$ cat src/common/dspe_regs.vh
// constants of the door service panel editor
// Contract
// - manual buttons override every external command
// - open and close together: drive open
// - tool control blocks external input signals
// - both buttons at power-up enter editor
// - show digit eight five seconds on entry
// - profile menu alternates C and 1..6
// - open decrements, close increments selected value
// - learn held over two seconds stores, dot
// - short learn in profile: counterweight, no save
// - counterweight menu alternates A and 0..8
// - force limit 150 N minus 10 N/kg
// - short learn in counterweight: input-one menu
// - input-one menu alternates bars and 0..2
// - storing profile overwrites stored counterweight
// - editor left only by power cycle
// - learn held at power-up: factory defaults
// - runtime learn run measures width, mass only
// - cap close and nudge speed by mass
// - default learn run discards editor presets (code resets stored profile and counterweight only, not input-one)
// - apply changed parameters at standstill
`ifndef DSPE_REGS_VH
`define DSPE_REGS_VH
`define DSPE_CLK_HZ 40000000
`define DSPE_CONFIRM_MS 5000
`define DSPE_RELEASE_MS 3000
`define DSPE_LONG_MS 2000
`define DSPE_ALT_MS 1000
`define DSPE_DEBOUNCE_MS 10
`define DSPE_PROFILE_MIN 3'h1
`define DSPE_PROFILE_MAX 3'h6
`define DSPE_PROFILE_RST 3'h1
`define DSPE_WEIGHT_MIN 4'h0
`define DSPE_WEIGHT_MAX 4'h8
`define DSPE_WEIGHT_RST 4'h0
`define DSPE_IN1_MIN 2'h0
`define DSPE_IN1_MAX 2'h2
`define DSPE_IN1_RST 2'h0
`define DSPE_FORCE_MAX_N 8'h96
`define DSPE_FORCE_PER_KG 8'h0a
`define DSPE_SEG_EIGHT 7'h7f
`define DSPE_SEG_C 7'h39
`define DSPE_SEG_A 7'h77
`define DSPE_SEG_BARS 7'h36
`define DSPE_SEG_BLANK 7'h00
`endif

$ cat src/verilog/dspe_panel.v
// operator panel: manual moves, minimal editor and learn-run parameter handling
`timescale 1ns/10ps
`include "dspe_regs.vh"
module dspe_panel #(
	parameter CONFIRM_CYC = `DSPE_CONFIRM_MS * (`DSPE_CLK_HZ / 1000),
	parameter RELEASE_CYC = `DSPE_RELEASE_MS * (`DSPE_CLK_HZ / 1000),
	parameter LONG_CYC = `DSPE_LONG_MS * (`DSPE_CLK_HZ / 1000),
	parameter ALT_CYC = `DSPE_ALT_MS * (`DSPE_CLK_HZ / 1000),
	parameter DEB_CYC = `DSPE_DEBOUNCE_MS * (`DSPE_CLK_HZ / 1000),
	parameter [9:0] HEAVY_MASS = 10'h0c8,
	parameter [7:0] HEAVY_CLOSE_SPEED = 8'h28,
	parameter [7:0] HEAVY_NUDGE_SPEED = 8'h0f
) (
	// clock and reset
	input wire core_clk,
	input wire sys_rst,
	// panel push buttons, active high pins
	input wire learnRunButton,
	input wire manualOpenButton,
	input wire manualCloseButton,
	// external command sources, same clock
	input wire inputOpenCmd,
	input wire inputCloseCmd,
	input wire busOpenCmd,
	input wire busCloseCmd,
	input wire toolActive,
	input wire toolOpenCmd,
	input wire toolCloseCmd,
	// drive status and learn-run results
	input wire doorStandstill,
	input wire learnRunDone,
	input wire [9:0] measuredMass,
	input wire [7:0] reqCloseSpeed,
	input wire [7:0] reqNudgeSpeed,
	// door commands
	output reg doorOpen_ff,
	output reg doorClose_ff,
	// seven_segment_display
	output reg [6:0] segments_ff,
	output reg segDot_ff,
	// editor and learn-run status
	output reg editorActive_ff,
	output reg learnRunStart_ff,
	output reg factoryDefaults_ff,
	// parameters in effect
	output reg [2:0] profile_ff,
	output reg [3:0] counterweight_ff,
	output reg [1:0] input1Func_ff,
	output reg [7:0] closeForceLimit_ff,
	output reg [7:0] maxCloseSpeed_ff,
	output reg [7:0] nudgeSpeed_ff
);
	localparam [2:0] ST_BOOT = 3'h0;
	localparam [2:0] ST_NORMAL = 3'h1;
	localparam [2:0] ST_CONFIRM = 3'h2;
	localparam [2:0] ST_RELEASE = 3'h3;
	localparam [2:0] ST_PROFILE = 3'h4;
	localparam [2:0] ST_WEIGHT = 3'h5;
	localparam [2:0] ST_INPUT1 = 3'h6;
	localparam [27:0] CONFIRM_END = CONFIRM_CYC[27:0] - 28'h1;
	localparam [27:0] RELEASE_END = RELEASE_CYC[27:0] - 28'h1;
	localparam [27:0] LONG_END = LONG_CYC[27:0] - 28'h1;
	localparam [27:0] ALT_END = ALT_CYC[27:0] - 28'h1;
	localparam [27:0] BOOT_END = DEB_CYC[27:0] + DEB_CYC[27:0];
	localparam [19:0] DEB_END = DEB_CYC[19:0] - 20'h1;

	// synchronise and debounce the three buttons (open, close, learn)
	wire [2:0] btnPin = {learnRunButton, manualCloseButton, manualOpenButton};
	wire [2:0] btnDeb;
	genvar gi;
	generate
		for (gi = 0; gi < 3; gi = gi + 1) begin : gDeb
			reg meta_ff;
			reg sync_ff;
			reg deb_ff;
			reg [19:0] cnt_ff;
			always @(posedge core_clk) begin
				if (sys_rst) begin
					meta_ff <= 1'b0;
					sync_ff <= 1'b0;
					deb_ff <= 1'b0;
					cnt_ff <= 20'h0;
				end else begin
					meta_ff <= btnPin[gi];
					sync_ff <= meta_ff;
					if (sync_ff == deb_ff) begin
						cnt_ff <= 20'h0;
					end else if (cnt_ff == DEB_END) begin
						deb_ff <= sync_ff;
						cnt_ff <= 20'h0;
					end else begin
						cnt_ff <= cnt_ff + 20'h1;
					end
				end
			end
			assign btnDeb[gi] = deb_ff;
		end
	endgenerate

	wire openBtn = btnDeb[0];
	wire closeBtn = btnDeb[1];
	wire learnBtn = btnDeb[2];
	reg [2:0] btnPrev_ff;
	wire openPress = openBtn & ~btnPrev_ff[0];
	wire closePress = closeBtn & ~btnPrev_ff[1];
	wire learnPress = learnBtn & ~btnPrev_ff[2];
	wire learnRelease = ~learnBtn & btnPrev_ff[2];

	reg [2:0] state_ff;
	reg [27:0] timer_ff;
	reg [27:0] holdCnt_ff;
	reg longDone_ff;
	reg [27:0] altCnt_ff;
	reg altPhase_ff;
	reg factoryPend_ff;
	reg learnRunning_ff;
	// editor selections and stored values
	reg [2:0] selProfile_ff;
	reg [3:0] selWeight_ff;
	reg [1:0] selIn1_ff;
	reg [2:0] stProfile_ff;
	reg [3:0] stWeight_ff;
	reg [1:0] stIn1_ff;
	reg [9:0] mass_ff;

	function [6:0] digitSeg;
		input [3:0] d;
		begin
			case (d)
				4'h0: digitSeg = 7'h3f;
				4'h1: digitSeg = 7'h06;
				4'h2: digitSeg = 7'h5b;
				4'h3: digitSeg = 7'h4f;
				4'h4: digitSeg = 7'h66;
				4'h5: digitSeg = 7'h6d;
				4'h6: digitSeg = 7'h7d;
				4'h7: digitSeg = 7'h07;
				4'h8: digitSeg = `DSPE_SEG_EIGHT;
				default: digitSeg = `DSPE_SEG_BLANK;
			endcase
		end
	endfunction

	wire inEditMenu = (state_ff == ST_PROFILE) || (state_ff == ST_WEIGHT) || (state_ff == ST_INPUT1);
	wire longReached = learnBtn && !longDone_ff && (holdCnt_ff == LONG_END);
	wire shortPress = learnRelease && !longDone_ff;

	// mode sequencer
	always @(posedge core_clk) begin
		if (sys_rst) begin
			state_ff <= ST_BOOT;
			timer_ff <= 28'h0;
			factoryPend_ff <= 1'b0;
			editorActive_ff <= 1'b0;
		end else begin
			timer_ff <= timer_ff + 28'h1;
			case (state_ff)
				ST_BOOT: begin
					if (timer_ff == BOOT_END) begin
						timer_ff <= 28'h0;
						factoryPend_ff <= learnBtn;
						if (openBtn && closeBtn) begin
							state_ff <= ST_CONFIRM;
							editorActive_ff <= 1'b1;
						end else begin
							state_ff <= ST_NORMAL;
						end
					end
				end
				ST_NORMAL: begin
					timer_ff <= 28'h0;
					if (learnRunDone) begin
						factoryPend_ff <= 1'b0;
					end
				end
				ST_CONFIRM: begin
					if (timer_ff == CONFIRM_END) begin
						timer_ff <= 28'h0;
						state_ff <= ST_RELEASE;
					end
				end
				ST_RELEASE: begin
					if (timer_ff == RELEASE_END) begin
						timer_ff <= 28'h0;
						state_ff <= ST_PROFILE;
					end
				end
				// editor menus are left only by reset (power cycle)
				ST_PROFILE: begin
					if (shortPress) begin
						state_ff <= ST_WEIGHT;
					end
				end
				ST_WEIGHT: begin
					if (shortPress) begin
						state_ff <= ST_INPUT1;
					end
				end
				ST_INPUT1: begin
					if (shortPress) begin
						state_ff <= ST_PROFILE;
					end
				end
				default: begin
					state_ff <= ST_BOOT;
				end
			endcase
		end
	end

	// learn-button hold timing, display alternation, button history
	always @(posedge core_clk) begin
		if (sys_rst) begin
			btnPrev_ff <= 3'h0;
			holdCnt_ff <= 28'h0;
			longDone_ff <= 1'b0;
			altCnt_ff <= 28'h0;
			altPhase_ff <= 1'b0;
		end else begin
			btnPrev_ff <= btnDeb;
			if (!learnBtn || !inEditMenu) begin
				holdCnt_ff <= 28'h0;
				longDone_ff <= 1'b0;
			end else if (longReached) begin
				longDone_ff <= 1'b1;
			end else if (!longDone_ff) begin
				holdCnt_ff <= holdCnt_ff + 28'h1;
			end
			if (!inEditMenu || shortPress || altCnt_ff == ALT_END) begin
				altCnt_ff <= 28'h0;
				altPhase_ff <= inEditMenu && !shortPress && !altPhase_ff;
			end else begin
				altCnt_ff <= altCnt_ff + 28'h1;
			end
		end
	end

	// editor selection, store and learn-run handling of stored values
	always @(posedge core_clk) begin
		if (sys_rst) begin
			selProfile_ff <= `DSPE_PROFILE_RST;
			selWeight_ff <= `DSPE_WEIGHT_RST;
			selIn1_ff <= `DSPE_IN1_RST;
			stProfile_ff <= `DSPE_PROFILE_RST;
			stWeight_ff <= `DSPE_WEIGHT_RST;
			stIn1_ff <= `DSPE_IN1_RST;
			segDot_ff <= 1'b0;
			mass_ff <= 10'h0;
			learnRunStart_ff <= 1'b0;
			learnRunning_ff <= 1'b0;
			factoryDefaults_ff <= 1'b0;
		end else begin
			learnRunStart_ff <= 1'b0;
			factoryDefaults_ff <= 1'b0;
			if (state_ff == ST_RELEASE) begin
				selProfile_ff <= stProfile_ff;
				selWeight_ff <= stWeight_ff;
				selIn1_ff <= stIn1_ff;
			end
			if (shortPress) begin
				segDot_ff <= 1'b0;
				selProfile_ff <= stProfile_ff;
				selWeight_ff <= stWeight_ff;
				selIn1_ff <= stIn1_ff;
			end
			case (state_ff)
				ST_PROFILE: begin
					if (openPress && selProfile_ff != `DSPE_PROFILE_MIN) begin
						selProfile_ff <= selProfile_ff - 3'h1;
					end else if (closePress && selProfile_ff != `DSPE_PROFILE_MAX) begin
						selProfile_ff <= selProfile_ff + 3'h1;
					end
					if (longReached) begin
						stProfile_ff <= selProfile_ff;
						stWeight_ff <= `DSPE_WEIGHT_RST;
						selWeight_ff <= `DSPE_WEIGHT_RST;
						segDot_ff <= 1'b1;
					end
				end
				ST_WEIGHT: begin
					if (openPress && selWeight_ff != `DSPE_WEIGHT_MIN) begin
						selWeight_ff <= selWeight_ff - 4'h1;
					end else if (closePress && selWeight_ff != `DSPE_WEIGHT_MAX) begin
						selWeight_ff <= selWeight_ff + 4'h1;
					end
					if (longReached) begin
						stWeight_ff <= selWeight_ff;
						segDot_ff <= 1'b1;
					end
				end
				ST_INPUT1: begin
					if (openPress && selIn1_ff != `DSPE_IN1_MIN) begin
						selIn1_ff <= selIn1_ff - 2'h1;
					end else if (closePress && selIn1_ff != `DSPE_IN1_MAX) begin
						selIn1_ff <= selIn1_ff + 2'h1;
					end
					if (longReached) begin
						stIn1_ff <= selIn1_ff;
						segDot_ff <= 1'b1;
					end
				end
				ST_NORMAL: begin
					if (learnRunDone) begin
						learnRunning_ff <= 1'b0;
						mass_ff <= measuredMass;
						if (factoryPend_ff) begin
							factoryDefaults_ff <= 1'b1;
							stProfile_ff <= `DSPE_PROFILE_RST;
							stWeight_ff <= `DSPE_WEIGHT_RST;
						end
					end
					// a new start in the same cycle as a finish is ignored, since learnRunning_ff is still set
					if (learnPress && !learnRunning_ff) begin
						learnRunStart_ff <= 1'b1;
						learnRunning_ff <= 1'b1;
					end
				end
				default: begin
					segDot_ff <= 1'b0;
				end
			endcase
		end
	end

	// seven_segment_display contents
	always @(posedge core_clk) begin
		if (sys_rst) begin
			segments_ff <= `DSPE_SEG_BLANK;
		end else begin
			case (state_ff)
				ST_CONFIRM: segments_ff <= `DSPE_SEG_EIGHT;
				ST_PROFILE: segments_ff <= altPhase_ff ? digitSeg({1'b0, selProfile_ff}) : `DSPE_SEG_C;
				ST_WEIGHT: segments_ff <= altPhase_ff ? digitSeg(selWeight_ff) : `DSPE_SEG_A;
				ST_INPUT1: segments_ff <= altPhase_ff ? digitSeg({2'h0, selIn1_ff}) : `DSPE_SEG_BARS;
				default: segments_ff <= `DSPE_SEG_BLANK;
			endcase
		end
	end

	// door command arbitration; no movement outside normal operation
	reg nxt_open;
	reg nxt_close;
	always @* begin
		nxt_open = 1'b0;
		nxt_close = 1'b0;
		if (state_ff == ST_NORMAL) begin
			if (openBtn || closeBtn) begin
				nxt_open = openBtn;
				nxt_close = closeBtn;
			end else if (toolActive) begin
				nxt_open = toolOpenCmd;
				nxt_close = toolCloseCmd;
			end else begin
				nxt_open = inputOpenCmd | busOpenCmd;
				nxt_close = inputCloseCmd | busCloseCmd;
			end
			if (nxt_open) begin
				nxt_close = 1'b0;
			end
		end
	end

	// parameters in effect follow stored values only at standstill
	wire [7:0] weightForce = {4'h0, stWeight_ff} * `DSPE_FORCE_PER_KG;
	wire heavy = mass_ff > HEAVY_MASS;
	always @(posedge core_clk) begin
		if (sys_rst) begin
			doorOpen_ff <= 1'b0;
			doorClose_ff <= 1'b0;
			profile_ff <= `DSPE_PROFILE_RST;
			counterweight_ff <= `DSPE_WEIGHT_RST;
			input1Func_ff <= `DSPE_IN1_RST;
			closeForceLimit_ff <= `DSPE_FORCE_MAX_N;
			maxCloseSpeed_ff <= 8'h0;
			nudgeSpeed_ff <= 8'h0;
		end else begin
			doorOpen_ff <= nxt_open;
			doorClose_ff <= nxt_close;
			if (doorStandstill) begin
				profile_ff <= stProfile_ff;
				counterweight_ff <= stWeight_ff;
				input1Func_ff <= stIn1_ff;
				closeForceLimit_ff <= `DSPE_FORCE_MAX_N - weightForce;
				maxCloseSpeed_ff <= (heavy && reqCloseSpeed > HEAVY_CLOSE_SPEED) ? HEAVY_CLOSE_SPEED : reqCloseSpeed;
				nudgeSpeed_ff <= (heavy && reqNudgeSpeed > HEAVY_NUDGE_SPEED) ? HEAVY_NUDGE_SPEED : reqNudgeSpeed;
			end
		end
	end
endmodule // dspe_panel
$ cat config.mk
export PLATFORM = sky130hd
export DESIGN_NAME = dspe_panel
export DESIGN_NICKNAME = d
export VERILOG_FILES = /design/src/verilog/dspe_panel.v
export VERILOG_INCLUDE_DIRS = /design/src /design/src/common
export SDC_FILE = /design/constraint.sdc
export NUM_CORES = 1
export LEC_CHECK = 0
export CAP_MARGIN = 40
export CORE_UTILIZATION = 44
export DETAILED_ROUTE_END_ITERATION = 16
export DONT_BUFFER_PORTS = 1
export GPL_TIMING_DRIVEN = 0
export PLACE_DENSITY = 0.59
export REMOVE_ABC_BUFFERS = 1
export SKIP_LAST_GASP = 1
export SLEW_MARGIN = 15
export SYNTH_ARGS = -nofsm -noshare
export SYNTH_HDL_FRONTEND = slang
export SYNTH_SLANG_ARGS = --single-unit
$ cat constraint.sdc
create_clock -name core_clk -period 2.92 [get_ports core_clk]
set_input_delay 0.146 -clock core_clk [delete_from_list [all_inputs] [get_ports core_clk]]
set_output_delay 0.146 -clock core_clk [all_outputs]
set_load 0.03 [all_outputs]
==> results of run 1 <==
repair_timing:
item,in CTS,in global routing
resized for setup,18,19
pin swaps,3,6
hold endpoints to repair,95,0
hold buffers,40,0
setup buffers,1,4
setup endpoints to repair,16,37
flip-flops by register name, indices dropped and copies added (netlist names), 2 cells and up, named ones only:
name / flops
stProfile_ff: 3
stIn1_ff: 2
altCnt_ff: 28
closeForceLimit_ff: 7
segments_ff: 7
selProfile_ff: 3
gDeb.sync_ff: 3
nudgeSpeed_ff: 8
gDeb.meta_ff: 3
holdCnt_ff: 28
selWeight_ff: 4
profile_ff: 3
mass_ff: 10
stWeight_ff: 4
selIn1_ff: 2
gDeb.cnt_ff: 60
counterweight_ff: 4
maxCloseSpeed_ff: 8
timer_ff: 28
state_ff: 3
input1Func_ff: 2
btnPrev_ff: 3
gDeb.deb_ff: 2
cells by family (layout without fill, tap and decap cells):
family	after synthesis	in the layout	synth area share, %
other	1	1	0.0329
AOI/OAI and AO/OA	161	161	8.85
and+or+nand+nor	641	641	27.6
buffers and inverters	93	143	3.12
muxes	29	29	2.58
xor gates and xnor gates	129	129	9.93
DFF	250	250	44.0
adders and majority gates	35	35	3.91
worst max-delay path: cells and delay by family (launching register included):
| kind | cells | cell delay [ps] |
|---|---|---|
| AOI/OAI and AO/OA | 2 | 610 |
| adders and majority gates | 1 | 180 |
| DFF | 1 | 340 |
| and+or+nand+nor | 5 | 1660 |
per-stage QoR:
step	cell area (um^2)	power, mW	instances
2_1_floorplan	11200	3.68	1288
3_3_place_gp	11600	3.72	1618
3_5_place_dp	11600	3.73	1622
4_1_cts	13100	7.51	1715
5_1_grt	13200	7.67	1719
6_report	13200	7.41	1719
layout make-up:
cell class / count / area (um^2)
clock buffers: 45 / 886
clock inverters: 7 / 110
fillers: 2356 / 12000
inverters: 42 / 160
multi-input cells: 996 / 6120
flip-flops and latches: 250 / 5020
well taps: 330 / 413
repair buffers: 49 / 507
report_power, final:
part           internal, mW  leakage [nW]  switching [mW]
Clock                  2.33         0.494            1.36
Sequential             3.45          2.03          0.0616
Combinational        0.0979          2.08           0.123
Total                  5.87          4.60            1.54
metal layers:
layer | share of wire (%) | up-vias | track usage, %
met5 | 0 | - | 0
met4 | 2.0 | 0 | 5.14
met3 | 4.7 | 44 | 3.82
met2 | 46 | 155 | 30.8
met1 | 47 | 4204 | 25.1
li1 | - | 4649 | -
worst max-delay path by stage:
stage / startpoint / endpoint / slack, ps / depth (start not counted)
6_report: holdCnt_ff[14] / flip-flop / 3 / 8
5_1_grt: holdCnt_ff[11] / flip-flop / -60 / 9
4_1_cts: holdCnt_ff[0] / flip-flop / 0.9 / 11
3_5_place_dp: state_ff[0] / flip-flop / -850 / 11
3_3_place_gp: state_ff[0] / flip-flop / -1770 / 10
2_1_floorplan: state_ff[0] / flip-flop / -620 / 10
synth_stat cells, types with 8 or more instances:
master,count,share of area (%)
inv_1,40,1.3
and4_1,9,0.69
or3_1,18,0.99
nor4_1,13,0.71
nand4_1,39,2.1
nand2b_1,15,0.82
o21ai_0,44,1.9
and2_1,11,0.60
xor2_1,75,5.8
mux2i_1,26,2.3
a21oi_1,61,2.7
nor3_1,24,1.1
dfxtp_1,250,44
ha_1,34,3.7
nand2_1,118,3.9
nor2_1,240,7.9
nand3_1,65,2.9
nor4b_1,8,0.62
xnor2_1,54,4.2
and3_1,19,1.0
clkbuf_1,42,1.4
nor2b_1,21,1.2
==> report_table.html, run 1 <==
<table>
<tr><th>Metric</th><th>Value</th></tr>
<tr><th colspan="2">Worst setup path</th></tr>
<tr><td>Startpoint of the lowest-slack register-to-register path</td><td>holdCnt_ff[14]</td></tr>
<tr><td>Class of the most critical setup path</td><td>reg2reg</td></tr>
<tr><td>Worst reg2reg path depth</td><td>8</td></tr>
<tr><td>Maximum cell stage delay along the critical path</td><td>a little under 600 ps</td></tr>
<tr><td>Worst path cell trace</td><td>or4b_1 &gt; or3_4 &gt; or4_4 &gt; a22oi_2 &gt; nor2_4 &gt; ha_1 &gt; nor3b_1 &gt; a211o_2</td></tr>
<tr><td>Slowest stage cell on the critical path</td><td>or4_4</td></tr>
<tr><td>Crit Path Max Fanout</td><td>5</td></tr>
<tr><td>Setup slack on the worst flop-to-flop path</td><td>roughly 3.2 ps</td></tr>
<tr><td>Arrival time of the worst setup path</td><td>3340 ps</td></tr>
<tr><td>Required time reported for the critical path endpoint</td><td>3340 ps</td></tr>
<tr><td>CP Launch Type</td><td>flip-flop</td></tr>
<tr><td>Kind of end point of the critical path</td><td>flip-flop</td></tr>
<tr><th colspan="2">Yosys</th></tr>
<tr><td>EDFF count, synth</td><td>0</td></tr>
<tr><td>Netlist area before placement</td><td>between 10000 and 15000 um^2</td></tr>
<tr><td>Share of flip-flops with an asynchronous set or reset</td><td>0%</td></tr>
<tr><td>Average cell area after synthesis</td><td>8.50 um^2</td></tr>
<tr><td>#FFs+latches synth</td><td>250</td></tr>
<tr><td>Portion of the post-synthesis area used by sequential elements</td><td>44.0%</td></tr>
<tr><td>Synth Flop Type</td><td>dfxtp_1</td></tr>
<tr><td>Gate count of the mapped netlist</td><td>1339</td></tr>
<tr><td>Ys Warns</td><td>0</td></tr>
<tr><td>Count of distinct cell types in the synthesized netlist</td><td>77</td></tr>
<tr><th colspan="2">Floorplanning</th></tr>
<tr><td>Count of standard-cell rows</td><td>58</td></tr>
<tr><td>Core region area</td><td>between 20000 and 30000 um^2</td></tr>
<tr><td>Overall die height</td><td>163 um</td></tr>
<tr><td>Initial core utilization</td><td>45.1%</td></tr>
<tr><td>Top-level I/O count</td><td>between 80 and 90</td></tr>
<tr><td>Die X</td><td>163 um</td></tr>
<tr><td>Area of the die</td><td>26500 um^2</td></tr>
<tr><th colspan="2">Final layout</th></tr>
<tr><td>Fraction of layout instances using a drive strength above 1</td><td>between 7 and 8%</td></tr>
<tr><td>Final layout net count</td><td>1442</td></tr>
<tr><td>Most frequent standard cell in the layout excluding fill and tap cells</td><td>dfxtp_1</td></tr>
<tr><td>Synth-to-Final Area Change</td><td>16.1%</td></tr>
<tr><td>Most used cells in the layout excluding fill and tap cells</td><td>240 x dfxtp_1, 237 x nor2_1, 117 x nand2_1</td></tr>
<tr><td>Share of the core filled with cells</td><td>52.3%</td></tr>
<tr><td>Antenna cells</td><td>0</td></tr>
<tr><th colspan="2">STA</th></tr>
<tr><td>Worst max-slew margin expressed relative to the limit</td><td>37.5%</td></tr>
<tr><td>Setup TNS</td><td>0 ps</td></tr>
<tr><td>Min Tclk post-route</td><td>slightly below 3000 ps</td></tr>
<tr><td>Hold slack final</td><td>38.4 ps</td></tr>
<tr><td>Setup repair after global routing missed its margin</td><td>yes</td></tr>
<tr><td>Worst-margin pin slew</td><td>roughly 930 ps</td></tr>
<tr><td>Max Fclk</td><td>0.343 GHz</td></tr>
<tr><td>Worst-case clock skew</td><td>10.7 ps</td></tr>
<tr><td>Final period util</td><td>roughly 100%</td></tr>
<tr><td>Final setup margin</td><td>3.19 ps</td></tr>
<tr><td>Hold violation count in the final report</td><td>0</td></tr>
<tr><td>Final setup violating endpoints</td><td>0</td></tr>
<tr><td>Final Max Slew Viols</td><td>0</td></tr>
<tr><th colspan="2">Clocking</th></tr>
<tr><td>CTS root buffer</td><td>clkbuf_16</td></tr>
<tr><td>Clock transition at the registers of the reported paths</td><td>~60 ps</td></tr>
<tr><td>Total CTS buffers</td><td>28</td></tr>
<tr><td>Clock net sink count</td><td>250</td></tr>
<tr><td>Worst-case clock buffer depth</td><td>3</td></tr>
<tr><td>Total number of H-tree levels</td><td>1</td></tr>
<tr><td>Insertion delay of the later-clocked pin in the worst-skew pair</td><td>540 ps</td></tr>
<tr><td>TritonCTS clock tree</td><td>done</td></tr>
<tr><th colspan="2">Placement</th></tr>
<tr><td>HPWL after detailed placement</td><td>about 16000 um</td></tr>
<tr><td>Port bufs</td><td>0</td></tr>
<tr><td>Pre-CTS setup slack</td><td>-848 ps</td></tr>
<tr><td>Final weighted congestion in routability-driven placement</td><td>approximately 0.81</td></tr>
<tr><th colspan="2">Power</th></tr>
<tr><td>Power per unit of standard cell area</td><td>approximately 560 nW/um^2</td></tr>
<tr><td>IR drop worst, VDD</td><td>447 uV</td></tr>
<tr><td>Leakage</td><td>4.60 nW</td></tr>
<tr><th colspan="2">Min path</th></tr>
<tr><td>Worst min-delay path endpoint</td><td>maxCloseSpeed_ff[2]</td></tr>
<tr><td>Startpoint of the worst hold path</td><td>doorStandstill</td></tr>
<tr><td>Min-delay worst type</td><td>in2reg</td></tr>
<tr><td>Worst Hold Path Cells</td><td>3</td></tr>
<tr><th colspan="2">Global route</th></tr>
<tr><td>Via count of the first global-routing pass</td><td>8571</td></tr>
<tr><td>First-pass GRT wire length</td><td>around 41000 um</td></tr>
<tr><td>GRT Total Usage</td><td>18.8%</td></tr>
<tr><td>Pin count of the biggest net entering global routing</td><td>83</td></tr>
<tr><td>Number of antenna violations at the first check in global routing</td><td>0</td></tr>
<tr><td>Overall overflow remaining after global route</td><td>0</td></tr>
<tr><th colspan="2">Route</th></tr>
<tr><td>DR WL/cell</td><td>14.7 um</td></tr>
<tr><td>Post-detailed-route via-to-cell ratio</td><td>5.27</td></tr>
<tr><td>Routed vias</td><td>9052</td></tr>
<tr><td>Total wire length after detailed routing</td><td>25300 um</td></tr>
<tr><td>Count of antenna-violating nets left after detailed routing</td><td>0</td></tr>
<tr><td>Iter 0 DRT Violations</td><td>just over 500</td></tr>
<tr><td>Number of detailed-routing iterations run before antenna repair</td><td>6</td></tr>
<tr><td>Detailed-route DRC error count</td><td>0</td></tr>
<tr><th colspan="2">Flow run</th></tr>
<tr><td>Max-capacitance violation count</td><td>0</td></tr>
<tr><th colspan="2">Outcome</th></tr>
<tr><td>Run status</td><td>finished, final reports clean</td></tr>
</table>
Power figures use the tool's default switching activity.
==> run 2, diff against run 1 <==
Settings changed: CTS_BUF_LIST set to sky130_fd_sc_hd__clkbuf_4.
==> report_table.html, run 2 (synthesis gave the netlist of run 1 again) <==
<table>
<tr><th>Metric</th><th>Value</th></tr>
<tr><th colspan="2">STA</th></tr>
<tr><td>Hold slack final</td><td>79.2 ps</td></tr>
<tr><td>Final setup margin</td><td>-45.1 ps</td></tr>
<tr><td>Min Tclk post-route</td><td>2970 ps</td></tr>
<tr><td>Hold violation count in the final report</td><td>0</td></tr>
<tr><td>Setup repair after global routing missed its margin</td><td>yes</td></tr>
<tr><td>Final period util</td><td>102%</td></tr>
<tr><td>Worst max-slew margin expressed relative to the limit</td><td>40.5%</td></tr>
<tr><td>Worst-margin pin slew</td><td>890 ps</td></tr>
<tr><td>Final setup violating endpoints</td><td>3</td></tr>
<tr><td>Max Fclk</td><td>~0.34 GHz</td></tr>
<tr><td>Final Max Slew Viols</td><td>0</td></tr>
<tr><td>Worst-case clock skew</td><td>between 30 and 40 ps</td></tr>
<tr><th colspan="2">Floorplanning</th></tr>
<tr><td>Count of standard-cell rows</td><td>58</td></tr>
<tr><td>Die X</td><td>163 um</td></tr>
<tr><td>Initial core utilization</td><td>a little under half</td></tr>
<tr><td>Area of the die</td><td>26500 um^2</td></tr>
<tr><td>Core region area</td><td>25300 um^2</td></tr>
<tr><td>Overall die height</td><td>163 um</td></tr>
<tr><td>Top-level I/O count</td><td>86</td></tr>
<tr><th colspan="2">Final layout</th></tr>
<tr><td>Most used cells in the layout excluding fill and tap cells</td><td>238 x dfxtp_1, 236 x nor2_1, 117 x nand2_1</td></tr>
<tr><td>Fraction of layout instances using a drive strength above 1</td><td>12.2%</td></tr>
<tr><td>Area used by multi-input combinational logic</td><td>6120 um^2</td></tr>
<tr><td>Register Area</td><td>5030 um^2</td></tr>
<tr><td>Fill cell total of the finished layout</td><td>2379</td></tr>
<tr><td>Final layout net count</td><td>around 1500</td></tr>
<tr><td>Largest reg by FF count</td><td>gDeb.cnt_ff</td></tr>
<tr><td>Most frequent standard cell in the layout excluding fill and tap cells</td><td>dfxtp_1</td></tr>
<tr><td>Synth-to-Final Area Change</td><td>18.3%</td></tr>
<tr><td>Largest register FFs</td><td>60</td></tr>
<tr><th colspan="2">Worst setup path</th></tr>
<tr><td>Startpoint of the lowest-slack register-to-register path</td><td>holdCnt_ff[11]</td></tr>
<tr><td>Arrival time of the worst setup path</td><td>3520 ps</td></tr>
<tr><td>Combined buffer and inverter count along the critical path</td><td>2</td></tr>
<tr><td>Crit Path Max Fanout</td><td>5</td></tr>
<tr><td>Slowest stage cell on the critical path</td><td>or4_4</td></tr>
<tr><td>Crit path max-delay family</td><td>simple AND/OR/NAND/NOR gates</td></tr>
<tr><td>Required time reported for the critical path endpoint</td><td>3480 ps</td></tr>
<tr><td>CP Launch Type</td><td>flip-flop</td></tr>
<tr><td>Critical Path Start</td><td>holdCnt_ff[11]</td></tr>
<tr><td>Class of the most critical setup path</td><td>reg2reg</td></tr>
<tr><td>Kind of end point of the critical path</td><td>flip-flop</td></tr>
<tr><td>Maximum cell stage delay along the critical path</td><td>590 ps</td></tr>
<tr><td>Worst path cell trace</td><td>or4b_1 &gt; or3_4 &gt; or4_4 &gt; a22oi_2 &gt; buf_4 &gt; nor2_1 &gt; dlygate4sd3_1</td></tr>
<tr><th colspan="2">Global route</th></tr>
<tr><td>Number of antenna violations at the first check in global routing</td><td>1</td></tr>
<tr><td>Pin count of the biggest net entering global routing</td><td>88</td></tr>
<tr><td>First-pass GRT wire length</td><td>between 40000 and 50000 um</td></tr>
<tr><td>Via count of the first global-routing pass</td><td>roughly 9200</td></tr>
<tr><td>GRT Total Usage</td><td>19.7%</td></tr>
<tr><td>Overall overflow remaining after global route</td><td>0</td></tr>
<tr><th colspan="2">Route</th></tr>
<tr><td>Routed vias</td><td>9500</td></tr>
<tr><td>Iter 0 DRT Violations</td><td>approximately 460</td></tr>
<tr><td>Detailed-route DRC error count</td><td>0</td></tr>
<tr><td>Count of antenna-violating nets left after detailed routing</td><td>0</td></tr>
<tr><td>Number of detailed-routing iterations run before antenna repair</td><td>5</td></tr>
<tr><td>Post-detailed-route via-to-cell ratio</td><td>slightly above 5</td></tr>
<tr><td>DR WL/cell</td><td>14.3 um</td></tr>
<tr><td>Total wire length after detailed routing</td><td>26200 um</td></tr>
<tr><th colspan="2">Clocking</th></tr>
<tr><td>Worst-case clock buffer depth</td><td>3</td></tr>
<tr><td>Clock transition at the registers of the reported paths</td><td>60 ps</td></tr>
<tr><td>CTS root buffer</td><td>clkbuf_4</td></tr>
<tr><td>Total number of H-tree levels</td><td>3</td></tr>
<tr><td>Total CTS buffers</td><td>69</td></tr>
<tr><td>Insertion delay of the later-clocked pin in the worst-skew pair</td><td>670 ps</td></tr>
<tr><td>Clock net sink count</td><td>250</td></tr>
<tr><td>TritonCTS clock tree</td><td>done</td></tr>
<tr><th colspan="2">Power</th></tr>
<tr><td>Comb pwr share</td><td>3.0%</td></tr>
<tr><td>Part of the total power dissipated in the clock network</td><td>46.1%</td></tr>
<tr><td>IR drop worst, VDD</td><td>between 200 and 300 uV</td></tr>
<tr><td>Sw Pwr</td><td>1.59 mW</td></tr>
<tr><td>Internal power consumption</td><td>5.29 mW</td></tr>
<tr><td>Power per unit of standard cell area</td><td>approximately 510 nW/um^2</td></tr>
<tr><td>Sw frac</td><td>about 23%</td></tr>
<tr><td>Leakage</td><td>4.94 nW</td></tr>
<tr><td>Total power draw</td><td>approximately 6.9 mW</td></tr>
<tr><td>Flop pwr share</td><td>50.9%</td></tr>
<tr><th colspan="2">Min path</th></tr>
<tr><td>Startpoint of the worst hold path</td><td>sys_rst</td></tr>
<tr><td>Min-delay worst type</td><td>in2reg</td></tr>
<tr><th colspan="2">Outcome</th></tr>
<tr><td>Run status</td><td>finished, violations left</td></tr>
<tr><td>Violated checks</td><td>setup timing</td></tr>
<tr><th colspan="2">Placement</th></tr>
<tr><td>Port bufs</td><td>0</td></tr>
<tr><td>HPWL after detailed placement</td><td>16500 um</td></tr>
<tr><td>Final weighted congestion in routability-driven placement</td><td>about 0.81</td></tr>
<tr><th colspan="2">Flow run</th></tr>
<tr><td>Max-capacitance violation count</td><td>0</td></tr>
</table>
-- run 2: cell count changes in the layout (fill, tap and decap cells not counted), moves of 3 or more --
cell / delta
dlygate4sd3_1: +37
clkbuf_1: -6
clkbuf_16: -29
clkinv_2: -3
clkinv_1: +10
inv_2: +5
clkbuf_8: -10
clkbuf_4: +107
-- run 2: final cells by class --
type | instances | share of cell area, %
clock buffer | 107 | 5.96
multi-input combinational | 996 | 45.4
inverter | 42 | 1.17
timing repair buffer | 86 | 6.39
antenna | 1 | 0.0186
tap | 330 | 3.07
clock inverter | 15 | 0.622
sequential | 250 | 37.3
-- run 2: final timing paths --
path | to | slack (ps) | cells past startpoint
setup / recovery | selWeight_ff[1] | -50 | 7
hold / removal | learnRunning_ff | 80 | 2
setup reg to reg | selWeight_ff[1] | -50 | 7
hold reg to reg | timer_ff[0] | 460 | 1
-- run 2: metrics by stage --
step	utilization (%)	setup WS, ps	setup TNS, ps	area [um^2]	instances
2_1_floorplan	-	-618	-4360	11200	1288
3_3_place_gp	45.9	-1770	-47750	11600	1618
3_5_place_dp	46.1	-848	-8180	11600	1622
4_1_cts	52.7	-2.34	-4.54	13300	1818
5_1_grt	53.3	-108	-389	13500	1827
6_report	53.3	-45.1	-70.0	13500	1827
-- run 2: timing repair --
action,in CTS,in global routing
gates resized for setup,19,26
buffers inserted,1,5
hold endpoints to repair,97,22
hold buffers,73,3
setup endpoints to repair,16,44
pin swaps,3,5
-- run 2: metal layers --
metal	share of wire, %	vias up	track usage, %
met1	46	4413	25.1
li1	-	4851	-
met3	5.6	51	5.14
met2	46	185	31.2
met5	0	-	0
met4	2.0	0	8.67
-- run 2: power by group through the flow --
stage,clock [mW],sequential [mW],combinational (mW)
2_1_floorplan,0,3.57,0.107
6_report,3.18,3.50,0.208
5_1_grt,3.50,3.51,0.231
3_3_place_gp,0,3.58,0.135
4_1_cts,3.29,3.51,0.187
3_5_place_dp,0,3.58,0.142
==> run 3, diff against run 2 <==
Settings changed: CORE_UTILIZATION 44 to 25, PLACE_DENSITY 0.59 to 0.38.
==> report_table.html, run 3 (synthesis gave the netlist of run 1 again) <==
<table>
<tr><th>Metric</th><th>Value</th></tr>
<tr><th colspan="2">Worst setup path</th></tr>
<tr><td>Crit Path Max Fanout</td><td>5</td></tr>
<tr><td>Startpoint of the lowest-slack register-to-register path</td><td>holdCnt_ff[14]</td></tr>
<tr><td>CP Launch Type</td><td>flip-flop</td></tr>
<tr><td>Arrival time of the worst setup path</td><td>3470 ps</td></tr>
<tr><td>Maximum cell stage delay along the critical path</td><td>around 540 ps</td></tr>
<tr><td>Worst path cell trace</td><td>or4b_1 &gt; or3_4 &gt; or4_4 &gt; a22oi_2 &gt; buf_4 &gt; nor2_1 &gt; dlygate4sd3_1</td></tr>
<tr><td>Critical Path Start</td><td>holdCnt_ff[14]</td></tr>
<tr><td>Slowest stage cell on the critical path</td><td>dlygate4sd3_1</td></tr>
<tr><td>Kind of end point of the critical path</td><td>flip-flop</td></tr>
<tr><td>Required time reported for the critical path endpoint</td><td>roughly 3500 ps</td></tr>
<tr><td>Class of the most critical setup path</td><td>reg2reg</td></tr>
<tr><th colspan="2">Final layout</th></tr>
<tr><td>Share of the core filled with cells</td><td>32.0%</td></tr>
<tr><td>Final layout net count</td><td>roughly 1600</td></tr>
<tr><td>Synth-to-Final Area Change</td><td>25.2%</td></tr>
<tr><td>Largest register FFs</td><td>60</td></tr>
<tr><td>Fraction of layout instances using a drive strength above 1</td><td>12.5%</td></tr>
<tr><td>Fill cell total of the finished layout</td><td>4746</td></tr>
<tr><td>Largest reg by FF count</td><td>gDeb.cnt_ff</td></tr>
<tr><td>Most used cells in the layout excluding fill and tap cells</td><td>237 x nor2_1, 237 x dfxtp_1, 116 x nand2_1</td></tr>
<tr><td>Non-Filler Cell Area, Final</td><td>14300 um^2</td></tr>
<tr><th colspan="2">Global route</th></tr>
<tr><td>Via count of the first global-routing pass</td><td>9508</td></tr>
<tr><td>GRT Total Usage</td><td>between 10% and 20%</td></tr>
<tr><td>Pin count of the biggest net entering global routing</td><td>88</td></tr>
<tr><td>Overall overflow remaining after global route</td><td>0</td></tr>
<tr><td>First-pass GRT wire length</td><td>slightly below 50000 um</td></tr>
<tr><td>Number of antenna violations at the first check in global routing</td><td>4</td></tr>
<tr><th colspan="2">Placement</th></tr>
<tr><td>HPWL after detailed placement</td><td>19000 um</td></tr>
<tr><td>Port bufs</td><td>0</td></tr>
<tr><td>Final weighted congestion in routability-driven placement</td><td>~0.75</td></tr>
<tr><td>Pre-CTS setup slack</td><td>-963 ps</td></tr>
<tr><td>Placed standard-cell area</td><td>12000 um^2</td></tr>
<tr><th colspan="2">Route</th></tr>
<tr><td>Iter 0 DRT Violations</td><td>415</td></tr>
<tr><td>DR WL/cell</td><td>14.3 um</td></tr>
<tr><td>Post-detailed-route via-to-cell ratio</td><td>4.50</td></tr>
<tr><td>Total wire length after detailed routing</td><td>30600 um</td></tr>
<tr><td>Number of detailed-routing iterations run before antenna repair</td><td>7</td></tr>
<tr><td>Count of antenna-violating nets left after detailed routing</td><td>0</td></tr>
<tr><td>Detailed-route DRC error count</td><td>0</td></tr>
<tr><td>Routed vias</td><td>9583</td></tr>
<tr><th colspan="2">Clocking</th></tr>
<tr><td>Total CTS buffers</td><td>between 70 and 80</td></tr>
<tr><td>Clock transition at the registers of the reported paths</td><td>70 ps</td></tr>
<tr><td>Clock net sink count</td><td>250</td></tr>
<tr><td>Total number of H-tree levels</td><td>3</td></tr>
<tr><td>CTS root buffer</td><td>clkbuf_4</td></tr>
<tr><td>Insertion delay of the later-clocked pin in the worst-skew pair</td><td>approximately 750 ps</td></tr>
<tr><td>TritonCTS clock tree</td><td>done</td></tr>
<tr><td>Worst-case clock buffer depth</td><td>3</td></tr>
<tr><th colspan="2">Flow run</th></tr>
<tr><td>Max-capacitance violation count</td><td>0</td></tr>
<tr><th colspan="2">STA</th></tr>
<tr><td>Final Max Slew Viols</td><td>0</td></tr>
<tr><td>Hold slack final</td><td>49.5 ps</td></tr>
<tr><td>Worst max-slew margin expressed relative to the limit</td><td>between 40% and 50%</td></tr>
<tr><td>Max Fclk</td><td>0.350 GHz</td></tr>
<tr><td>Worst-case clock skew</td><td>48.0 ps</td></tr>
<tr><td>Setup TNS</td><td>0 ps</td></tr>
<tr><td>Final setup violating endpoints</td><td>0</td></tr>
<tr><td>Hold violation count in the final report</td><td>0</td></tr>
<tr><td>Final setup margin</td><td>around 59 ps</td></tr>
<tr><td>Setup repair after global routing missed its margin</td><td>yes</td></tr>
<tr><td>Final period util</td><td>98.0%</td></tr>
<tr><td>Min Tclk post-route</td><td>2860 ps</td></tr>
<tr><td>Worst-margin pin slew</td><td>~800 ps</td></tr>
<tr><th colspan="2">Power</th></tr>
<tr><td>Power per unit of standard cell area</td><td>503 nW/um^2</td></tr>
<tr><td>IR drop worst, VDD</td><td>~230 uV</td></tr>
<tr><td>Leakage</td><td>5.22 nW</td></tr>
<tr><th colspan="2">Min path</th></tr>
<tr><td>Min-delay worst type</td><td>in2reg</td></tr>
<tr><td>Startpoint of the worst hold path</td><td>sys_rst</td></tr>
<tr><th colspan="2">Floorplanning</th></tr>
<tr><td>Count of standard-cell rows</td><td>77</td></tr>
<tr><td>Initial core utilization</td><td>25.5%</td></tr>
<tr><td>Core region area</td><td>between 40000 and 50000 um^2</td></tr>
<tr><td>Die X</td><td>around 220 um</td></tr>
<tr><td>Area of the die</td><td>46400 um^2</td></tr>
<tr><td>Overall die height</td><td>215 um</td></tr>
<tr><td>Top-level I/O count</td><td>86</td></tr>
<tr><th colspan="2">Outcome</th></tr>
<tr><td>Run status</td><td>finished, final reports clean</td></tr>
</table>
==> run 3: path summary, 6_finish.rpt <==
kind	endpoint	slack, ps	cells after the start
setup / recovery	selWeight_ff[1]	60	7
hold / removal	gDeb[0].deb_ff	50	2
setup reg to reg	selWeight_ff[1]	60	7
hold reg to reg	altCnt_ff[0]	460	1
==> run 3: power breakdown <==
group	leakage, nW	internal (mW)	switching (mW)
logic	2.63	0.106	0.113
clock network	0.561	1.88	1.56
registers	2.03	3.44	0.0633
total	5.22	5.43	1.73
==> run 3: final cells by class <==
class                           instances  area, um^2  share of cell area (%)
Clock inverter                         15         115                   0.808
Inverter                               42         158                    1.11
Sequential cell                       250        5040                    35.4
Multi-Input combinational cell        996        6150                    43.1
Tap cell                              592         741                    5.20
Clock buffer                          110         826                    5.79
Antenna cell                            3        7.51                  0.0527
Timing Repair Buffer                  123        1220                    8.55
==> run 3: layer usage <==
| metal | GRT usage, % | share of wire, % | vias to the layer above |
|---|---|---|---|
| met5 | 0 | 0 | - |
| met4 | 4.82 | 1.9 | 0 |
| met3 | 3.74 | 4.0 | 44 |
| met2 | 20.4 | 44 | 129 |
| met1 | 17.4 | 50 | 4491 |
| li1 | - | - | 4919 |
==> run 3: repair_timing <==
item,4_1_cts,5_1_grt
resized for setup,21,25
buffers inserted,8,3
endpoints found under the hold margin,114,37
pin swaps,4,2
endpoints found under the setup margin,24,31
hold buffers,107,2
==> run 3: stage by stage <==
step / instances / total power [mW]
final: 2131 / 7.16
after global routing: 2131 / 7.56
after CTS: 2123 / 7.33
after detailed placement: 1883 / 3.73
after global placement: 1880 / 3.73
after floorplan: 1288 / 3.68
==> run 3: critical path, delay by kind of cell (launching register included) <==
kind                   cells  cell delay (ps)
buffers and inverters      2              710
DFF                        1              360
and+or+nand+nor            4             1360
AOI/OAI and AO/OA          1              280
